==> src/design/ahb_pkg.sv <==
package ahb_pkg;
  // Bus style select.
  typedef enum logic {AHB_STYLE_STROBE_PAIR, AHB_STYLE_DIR_STROBE} ahb_style_e;
  localparam int AHB_DATA_W = 8;
  localparam int AHB_ADDR_W = 8;
  // Clock period and access time in ns; the access time is rounded up to clock cycles.
  localparam int AHB_CLK_NS = 20;
  localparam int AHB_ACCESS_NS = 40;
  localparam int AHB_ACCESS_CYC = (AHB_ACCESS_NS + AHB_CLK_NS - 1) / AHB_CLK_NS;
  localparam logic [7:0] AHB_RDATA_RST = 8'h00;
  localparam logic AHB_DONE_IDLE = 1'b1;
endpackage : ahb_pkg

==> src/design/ahb_sync_if.sv <==
`timescale 1ns/10ps
// Synchronised strobe, direction, data and address levels passed from the pin stage to the core.
interface ahb_sync_if;
  logic wr_n;
  logic ds_n;
  logic rd_dir;
  logic [7:0] data;
  logic [7:0] addr;
  modport src (output wr_n, ds_n, rd_dir, data, addr);
  modport dst (input wr_n, ds_n, rd_dir, data, addr);
endinterface : ahb_sync_if

==> src/design/ahb_pin_sync.sv <==
`timescale 1ns/10ps
// Two-flop synchroniser for every host pin that the core reads.
module ahb_pin_sync
  import ahb_pkg::*;
(
  // Clock and reset.
  input wire logic mclk,
  input wire logic rst_sync_n,
  // Raw pins.
  input wire logic write_strobe_n,
  input wire logic read_data_strobe_n,
  input wire logic rd_dir,
  input wire logic [AHB_DATA_W-1:0] data_in,
  input wire logic [AHB_ADDR_W-1:0] addr,
  // Synchronised levels.
  ahb_sync_if.src sync
);
  logic [1:0] wr_q;
  logic [1:0] ds_q;
  logic [1:0] dir_q;
  logic [AHB_DATA_W-1:0] data_q [2];
  logic [AHB_ADDR_W-1:0] addr_q [2];

  always_ff @(posedge mclk or negedge rst_sync_n)
  begin
    if (!rst_sync_n)
    begin
      wr_q <= 2'h3;
      ds_q <= 2'h3;
      dir_q <= 2'h0;
      data_q[0] <= 8'h00;
      data_q[1] <= 8'h00;
      addr_q[0] <= 8'h00;
      addr_q[1] <= 8'h00;
    end
    else
    begin
      wr_q <= {wr_q[0], write_strobe_n};
      ds_q <= {ds_q[0], read_data_strobe_n};
      dir_q <= {dir_q[0], rd_dir};
      data_q[0] <= data_in;
      data_q[1] <= data_q[0];
      addr_q[0] <= addr;
      addr_q[1] <= addr_q[0];
    end
  end

  assign sync.wr_n = wr_q[1];
  assign sync.ds_n = ds_q[1];
  assign sync.rd_dir = dir_q[1];
  assign sync.data = data_q[1];
  assign sync.addr = addr_q[1];
endmodule : ahb_pin_sync

==> src/design/ahb_host_port.sv <==
`timescale 1ns/10ps
// What this block does
// - Strobe-pair style: write strobe input is active low, driven by host.
// - Strobe-pair style: once the synchronised write strobe is low, data pins are inputs (output enable off).
// - Data pins are captured into the addressed location when the access-time count ends.
// - Data-strobe style: direction high at strobe fall means a read.
// - Data-strobe style: direction low at strobe fall means a write.
// - Completion output acts as ready or transfer acknowledge per style.
// - Strobe-pair: ready stays high during a cycle until it can complete.
module ahb_host_port
  import ahb_pkg::*;
#(
  parameter int ACCESS_CYC = AHB_ACCESS_CYC,
  parameter int DEPTH = 256
)
(
  // Clock and reset.
  input wire logic mclk,
  input wire logic rst_n,
  // Bus style select, static during operation.
  input wire ahb_pkg::ahb_style_e bus_style,
  // Host strobes and address.
  input wire logic write_strobe_n,
  input wire logic read_data_strobe_n,
  input wire logic rd_dir,
  input wire logic [ahb_pkg::AHB_ADDR_W-1:0] addr,
  // Data pins, split into three signals.
  input wire logic [ahb_pkg::AHB_DATA_W-1:0] data_in,
  output logic [ahb_pkg::AHB_DATA_W-1:0] data_out,
  output logic data_oe,
  // Completion output.
  output logic cycle_done_out
);
  typedef enum logic [1:0] {AHB_IDLE, AHB_WAIT, AHB_DONE} ahb_state_e;

  logic [1:0] rst_q;
  logic rst_sync_n;
  ahb_sync_if sync ();
  ahb_state_e state_q, state_d;
  logic [7:0] cnt_q, cnt_d;
  logic is_read_q, is_read_d;
  logic ds_prev_q, wr_prev_q;
  logic [AHB_DATA_W-1:0] mem [DEPTH];
  logic [AHB_DATA_W-1:0] data_out_d;
  logic data_oe_d;
  logic done_d;

  // Falling edge of an active-low strobe, seen on two successive synchronised samples.
  // Every strobe goes through this one test, so all strobes start a cycle with the same
  // latency.
  function automatic logic ahb_fell(input logic prev_n, input logic now_n);
    return prev_n && !now_n;
  endfunction : ahb_fell

  always_ff @(posedge mclk or negedge rst_n)
  begin
    if (!rst_n)
      rst_q <= 2'h0;
    else
      rst_q <= {rst_q[0], 1'b1};
  end
  assign rst_sync_n = rst_q[1];

  ahb_pin_sync u_sync (
    .mclk(mclk),
    .rst_sync_n(rst_sync_n),
    .write_strobe_n(write_strobe_n),
    .read_data_strobe_n(read_data_strobe_n),
    .rd_dir(rd_dir),
    .data_in(data_in),
    .addr(addr),
    .sync(sync.src)
  );

  wire pair_style = (bus_style == AHB_STYLE_STROBE_PAIR);
  // The write strobe is only meaningful in the strobe-pair style.
  wire wr_act = pair_style && !sync.wr_n;
  wire rd_act = pair_style ? !sync.ds_n : 1'b0;
  wire ds_act = !pair_style && !sync.ds_n;
  // One strobe pin serves as the read strobe or as the data strobe, depending on the style.
  wire ds_fall = !pair_style && ahb_fell(ds_prev_q, sync.ds_n);
  wire wr_fall = pair_style && ahb_fell(wr_prev_q, sync.wr_n);
  wire rd_fall = pair_style && ahb_fell(ds_prev_q, sync.ds_n);
  wire start = ds_fall || wr_fall || rd_fall;
  // Direction is sampled only at the strobe fall.
  wire start_read = ds_fall ? sync.rd_dir : rd_fall;
  wire strobe_held = wr_act || rd_act || ds_act;
  wire cnt_end = (cnt_q == 8'(ACCESS_CYC - 1));

  // The cycle sequencer. A strobe fall moves it from idle to the wait state, where it counts
  // the access time. After that it sits in the done state until the host lets go of its
  // strobe. If the strobe is released early, the cycle is dropped and nothing is written.
  // A host that drives both strobes at once gets whichever the decode meets first, so it
  // must not do that.
  // The address and data pins cross domains as plain two-flop copies. This is safe only
  // because the host keeps them steady from before its strobe falls until the completion
  // output has gone low. The strobe goes through the same two flops, so by the time the
  // core sees the strobe the copies have settled.
  always_comb
  begin
    state_d = state_q;
    cnt_d = cnt_q;
    is_read_d = is_read_q;
    case (state_q)
      AHB_IDLE:
      begin
        if (start)
        begin
          state_d = AHB_WAIT;
          cnt_d = 8'h00;
          is_read_d = start_read;
        end
      end
      AHB_WAIT:
      begin
        if (!strobe_held)
          state_d = AHB_IDLE;
        else if (cnt_end)
          state_d = AHB_DONE;
        else
          cnt_d = cnt_q + 8'h01;
      end
      // Completion holds until the host drops its strobe.
      AHB_DONE:
      begin
        if (!strobe_held)
          state_d = AHB_IDLE;
      end
      default:
        state_d = AHB_IDLE;
    endcase
  end

  // Write lands once the data has been stable through the access time.
  wire do_write = (state_q == AHB_WAIT) && cnt_end && strobe_held && !is_read_q;
  wire do_read = (state_q != AHB_IDLE) && is_read_q && strobe_held;

  // Same polarity for both styles; the meaning differs by style.
  assign done_d = (state_q == AHB_DONE) ? 1'b0 : AHB_DONE_IDLE;
  // Stop driving once the synchronised write strobe is low in the strobe-pair style; data_oe falls on the third mclk edge after the pin falls.
  assign data_oe_d = do_read && !wr_act;
  assign data_out_d = do_read ? mem[sync.addr] : AHB_RDATA_RST;

  always_ff @(posedge mclk)
  begin
    if (do_write)
      mem[sync.addr] <= sync.data;
  end

  always_ff @(posedge mclk or negedge rst_sync_n)
  begin
    if (!rst_sync_n)
    begin
      state_q <= AHB_IDLE;
      cnt_q <= 8'h00;
      is_read_q <= 1'b0;
      ds_prev_q <= 1'b1;
      wr_prev_q <= 1'b1;
      data_out <= AHB_RDATA_RST;
      data_oe <= 1'b0;
      cycle_done_out <= AHB_DONE_IDLE;
    end
    else
    begin
      state_q <= state_d;
      cnt_q <= cnt_d;
      is_read_q <= is_read_d;
      ds_prev_q <= sync.ds_n;
      wr_prev_q <= sync.wr_n;
      data_out <= data_out_d;
      data_oe <= data_oe_d;
      cycle_done_out <= done_d;
    end
  end
endmodule : ahb_host_port

==> config.mk <==
export PLATFORM = sky130hd
export DESIGN_NAME = ahb_host_port
export DESIGN_NICKNAME = d
export VERILOG_FILES = /design/src/design/ahb_pkg.sv /design/src/design/ahb_sync_if.sv /design/src/design/ahb_pin_sync.sv /design/src/design/ahb_host_port.sv
export SDC_FILE = /design/constraint.sdc
export NUM_CORES = 2
export LEC_CHECK = 0
export BUFFER_PORTS_ARGS = -buffer_cell sky130_fd_sc_hd__buf_2
export CORE_ASPECT_RATIO = 1.4
export CORE_UTILIZATION = 40
export DETAILED_ROUTE_END_ITERATION = 10
export GPL_TIMING_DRIVEN = 0
export PLACE_DENSITY = 0.66
export SKIP_LAST_GASP = 1
export SYNTH_ARGS = -nofsm -noshare
export SYNTH_HDL_FRONTEND = slang
export SYNTH_SLANG_ARGS = --single-unit
==> constraint.sdc <==
create_clock -name mclk -period 2.3 [get_ports mclk]
set_input_delay 0 -clock mclk [delete_from_list [all_inputs] [get_ports mclk]]
set_output_delay 0 -clock mclk [all_outputs]
set_load 0.01 [all_outputs]
# Yosys cells after proc, flatten, opt, wreduce, memory -nomap -nowiden

Memories as Yosys holds them, arrays and structs flattened.
Index checks and enable logic that the tools add are counted.

Input port bits: 22
RAM bits: 2048
Register bits: 63
Output and inout port bits: 10
Logic and storage cells: 69
Memories: 1

Memories:

| memory | words | width | rd ports | clocked after Yosys merged registers in | wr ports | RTL line            | RTL |
|---|---|---|---|---|---|---|---|
| mem    | 256   | 8     | 1        | 0                                       | 1        | ahb_host_port.sv:43 | `logic [AHB_DATA_W-1:0] mem [DEPTH];` |

Muxes and demuxes: 15
Reductions and logical operators: 27
Equal/unequal tests: 8
Bitwise operators: 1
Add/subtract/negate cells: 1

Operators with widths:

| operator                                                               | count |
|---|---|
| 8-bit two-way mux                                                      | 4 |
| 8-bit case mux with 2 select lines                                     | 1 |
| 1-bit logical AND                                                      | 13 |
| 8-bit by 1-bit adder with 8-bit output (second input constant)         | 1 |
| 8-bit by 1-bit equality test with 1-bit output (second input constant) | 1 |
| 2-bit two-way mux                                                      | 4 |
| 2-bit inequality test (second input constant)                          | 4 |
| 2-bit case mux with 3 select lines                                     | 1 |
| 1-bit two-way mux                                                      | 5 |
| 1-bit zero test                                                        | 4 |
| 1-bit logical OR                                                       | 4 |
| 4-bit AND reduction                                                    | 1 |
| 2-bit nonzero test                                                     | 2 |
| 3-bit inequality test (second input constant)                          | 1 |
| 3-bit AND reduction                                                    | 1 |
| 2-bit by 1-bit equality test with 1-bit output (second input constant) | 1 |
| 2-bit equality test (second input constant)                            | 1 |
| 2-bit zero test                                                        | 1 |
| 2-bit AND reduction                                                    | 1 |
| 1-bit NOT                                                              | 1 |

# Logic depth before layout (Yosys ltp)

Word-level depth: 8
Depth in mapped cells: 11
Mapped depth without buffers: 8

# Hierarchy

Synthesis repeated with hierarchy kept, for this count alone.

Cell total of the unflattened synthesis: 3946
Area total of the unflattened synthesis: 81429.3 um^2

By module, submodules not included:

| module        | area an instance (um^2) | cells an instance | times used |
|---|---|---|---|
| ahb_host_port | 80353.3                 | 3892              | 1 |
| ahb_pin_sync  | 1076.0                  | 54                | 1 |

# Worst setup path before layout

OpenSTA, ideal clock, no wires.

Path type: reg2reg
From: reg u_sync.data_q, in the netlist u_sync.sync.data[0]
To: mem mem[0][0] (data pin)
Setup slack: -1669 ps
Buffers on the path: 0
Stages on the path, launching flop included: 1
Arrival time: 3169 ps
Period minus slack after synthesis: 3969 ps
Path through: dfrtp_1

RTL lines:

| element            | RTL line            | RTL |
|---|---|---|
| start: declaration | ahb_pin_sync.sv:21  | `logic [AHB_DATA_W-1:0] data_q [2];` |
| end: declaration   | ahb_host_port.sv:43 |  |

No word-level cell before the write port.

# Final worst setup path

From: reg u_sync.addr_q, in the netlist u_sync.sync.addr[0]
To: reg data_out[4] (netlist name)

Cells in the longest elaborated chain, start to end: 2

RTL lines:

| element                | RTL line             | RTL |
|---|---|---|
| start: declaration     | ahb_pin_sync.sv:22   | `logic [AHB_ADDR_W-1:0] addr_q [2];` |
| memory 256 x 8 bit     | --                   |  |
| 8-bit two-way mux      | ahb_host_port.sv:142 | `assign data_out_d = do_read ? mem[sync.addr] : AHB_RDATA_RST;` |
| via data_out_d[4]      | ahb_host_port.sv:44  | `logic [AHB_DATA_W-1:0] data_out_d;` |
| end signal: assignment | ahb_host_port.sv:170 | `data_out <= data_out_d;` |
| end: declaration       | ahb_host_port.sv:29  | `output logic [ahb_pkg::AHB_DATA_W-1:0] data_out,` |

The timed path passes the listed nets, and every way through them passes these cells.
A chain may end at the register's enable or synchronous reset.

==> summary.md <==
| Metric | Value |
|---|---|
| DR vias/cell | `6.00` |
| Synth async-reset ratio | `2.98%` |
| Final worst slack | `-1290 ps` |
| Dpl hpwl | `164 mm` |
| Synth unique cells | `61` |
| Clock-pin slew on the worst setup and hold paths | `70 ps` |
| Clock buffer count from CTS | `192` |
| DR iter-0 viols | `5780` |
| IO Pins | `32` |
| Critical path startpoint category | `flop` |
| Die Wd | `383 microns` |
| Post-place instance area | `around 86000 sq um` |
| Hold_ws | `117 ps` |
| Failing checks | `DRC, setup timing` |
| GRT overflow | `0` |
| Final Critical Period | `3590 ps` |
| Vias in the first global route | `43800` |
| Nets | `4528` |
| Post-synth EDFFs | `2048` |
| Die area | `205000 sq um` |
| Row cnt | `~200` |
| Non-Filler Instances | `between 7000 and 8000` |
| Hold Vio Cnt, Final | `0` |
| GP Congestion | `roughly 0.99` |
| Area of the multi-input gates | `19800 sq um` |
| Final Cycle Share | `156%` |
| Filler cells | `roughly 16000` |
| Post-synth top flop | `edfxtp_1` |
| Most frequent cell after synthesis | `edfxtp_1` |
| Avg Cell Area, Syn | `about 21 sq um` |
| Core area | `about 200000 sq um` |
| DR WL/cell | `34.5 microns` |
| P_leak | `around 32 nW` |
| Synth Instances | `3919` |
| FF+latch count, synth | `2111` |
| Register cell area after layout | `63100 sq um` |
| Worst path required time | `2930 ps` |
| Register area share after synthesis | `77.6%` |
| Clock Path Buffers | `4` |
| Post-synthesis cell area | `81300 sq um` |
| Share of the synthesized area in the top cell type | `~76%` |
| Design Area, Final | `101000 sq um` |
| Crit-path max FO | `10` |
| Power Total | `0.0802 W` |
| First-pass GRT wire length | `337 mm` |
| Top cells by count, synth | `2048 x edfxtp_1, 438 x mux4_2, 282 x nor2_1, 113 x a22oi_1, 105 x a21oi_1` |
| Setup CP Type | `reg -> reg` |
| Clock latency on the worst-skew pair | `roughly 860 ps` |
| RSZ-0062 raised after global routing | `true` |
| Max-slew violation count | `0` |
| Synth warn | `0` |
| Max_cap viols | `0` |
| Chip height | `~540 microns` |
| All-Layer GR Usage | `23.7%` |
| CTS tree | `done` |
| Inst Count DP | `6637` |
| Cell area power density | `roughly 800 nW/um^2` |
| DRC viols | `2` |
| Post-synth top area cell | `edfxtp_1` |
| Largest cells by area after synthesis | `edfxtp_1 76%, mux4_2 12%, dfrtp_1 1.7%, nor2_1 1.3%, mux2i_1 1.2%` |
| Largest net degree at the start of global routing | `97` |
| Initial antenna violation count | `5` |
| Clk root buf | `clkbuf_16` |
| # port buffers | `31` |
| Syn_nets | `between 3000 and 4000` |
| Sink Count | `2111` |
| CP Capture Type | `flop` |
| Final wirelength | `252 mm` |
| Tightest Pin Transition | `1440 ps` |
| Maximum VDD drop | `595 uV` |
| Setup Viol. Count Final | `2056` |
| Fmax | `0.278 GHz` |
| Worst min path class | `in -> reg` |
| Final Skew | `between 70 and 80 ps` |
| Via count | `43900` |
| Area Growth Syn to Fin | `23.8%` |
| Worst EP arrival | `4220 ps` |
| Routed Antenna Nets | `0` |
| Initial Util | `40.3%` |
| Slew headroom | `3.49%` |
| Layout cell share with drive strength beyond 1 | `a little under two fifths` |
| Status | `finished, violations left` |
| Drt pass-1 iters | `11` |
| CTS H-tree depth | `4` |
-- cell usage in the layout, fill, tap and decap left out, types with 36 or more instances in the layout --
cell type | Yosys | final
edfxtp_1 | 2048 | 2048
and3_1 | 53 | 52
mux2i_1 | 94 | 91
clkbuf_1 | 83 | 53
buf_12 | 1 | 128
buf_4 | 36 | 182
mux4_2 | 438 | 440
mux2_2 | 61 | 60
clkbuf_16 | 0 | 222
nor2_2 | 0 | 36
dlygate4sd3_1 | 0 | 43
a21oi_1 | 105 | 90
a22oi_1 | 113 | 80
buf_2 | 97 | 44
clkinv_2 | 0 | 40
buf_16 | 0 | 56
a31oi_1 | 51 | 44
nor2b_1 | 57 | 50
o21ai_0 | 71 | 58
buf_6 | 5 | 66
nor2_4 | 0 | 219
dfrtp_1 | 56 | 44
nand4_1 | 54 | 54
-- sequential cells by signal, summed over array words and instances (netlist names) --
name and flops:
u_sync.data_q 8, state_q 2, data_oe 1, u_sync.sync.data 8
u_sync.dir_q 2, u_sync.addr_q 8, wr_prev_q 1, cycle_done_out 1
u_sync.sync.addr 8, u_sync.wr_q 2, ds_prev_q 1, cnt_q 8
is_read_q 1, data_out 8, u_sync.ds_q 2, rst_q 2
mem 2048
-- stage by stage --
step           setup TNS (ps)  util (%)  setup slack [ps]
2_1_floorplan         -748980         -              -339
4_1_cts              -1028720      48.7              -963
6_report             -1200700      49.9             -1290
3_3_place_gp         -8989300      42.2             -3130
3_5_place_dp         -4345730      42.6             -2870
5_1_grt              -1271800      49.9             -1250
-- routing by layer --
layer  routed length, microns  up-vias  track usage, %
li1                         -    17500               -
met5                       20        -               0
met3                    22000      818            4.33
met2                   125000     2620            40.5
met1                    81000    23000            26.3
met4                    24300        2            17.9
-- worst max-delay path, stage by stage, from the launching register on --
cell,delay [ps]
dfrtp_2,430
buf_12,180
buf_16,190
buf_16,210
buf_6,230
mux4_2,590
a22oi_1,770
o2111ai_1,240
a21oi_1,210
nand4_1,280
-- path summary, 6_finish.rpt --
path	to	depth (start not counted)	startpoint	slack (ps)
setup / recovery	data_out[4]	9	u_sync.sync.addr[0]	-1290
hold / removal	is_read_q	5	bus_style	120
setup reg to reg	data_out[4]	9	u_sync.sync.addr[0]	-1290
hold reg to reg	u_sync.data_q[8]	0	rst_q[1]	220
max in group asynchronous	u_sync.sync.addr[3]	1	rst_q[1]	1420
min in group asynchronous	u_sync.data_q[8]	0	rst_q[1]	220
-- cells by family (layout without fill, tap and decap cells) --
logic type	Yosys count	after routing	synth area share, %
multiplexers	597	597	14.3
XOR/XNOR	6	6	0.0647
adder cells (fa/ha/maj)	2	2	0.0308
AND/OR/NAND/NOR	553	553	3.27
AO/OA/AOI/OAI	409	409	3.24
other	1	4	0.00461
flip-flops	2111	2111	77.6
buffers and inverters	240	974	1.51
-- what timing repair did --
item,4_1_cts,5_1_grt
setup buffers,145,126
hold buffers,43,0
setup endpoints to repair,2056,2061
pin swaps,107,85
gates cloned,11,14
hold endpoints to repair,33,0
resized for setup,926,173
-- area by class of cell --
class | count | area share, %
antenna | 3 | 0.00746
inverter | 5 | 0.0187
multi-input combinational | 1568 | 19.7
sequential | 2111 | 62.7
clock buffer | 235 | 5.13
timing repair buffer | 397 | 5.21
clock inverter | 108 | 1.06
buffer | 229 | 2.80
tap | 2659 | 3.31
-- report_power, final --
group          internal, W  switching, W  total (W)
Combinational      0.00200       0.00328    0.00528
Sequential          0.0423      0.000194     0.0425
Clock               0.0182        0.0142     0.0325
Power figures use the tool's default switching activity.
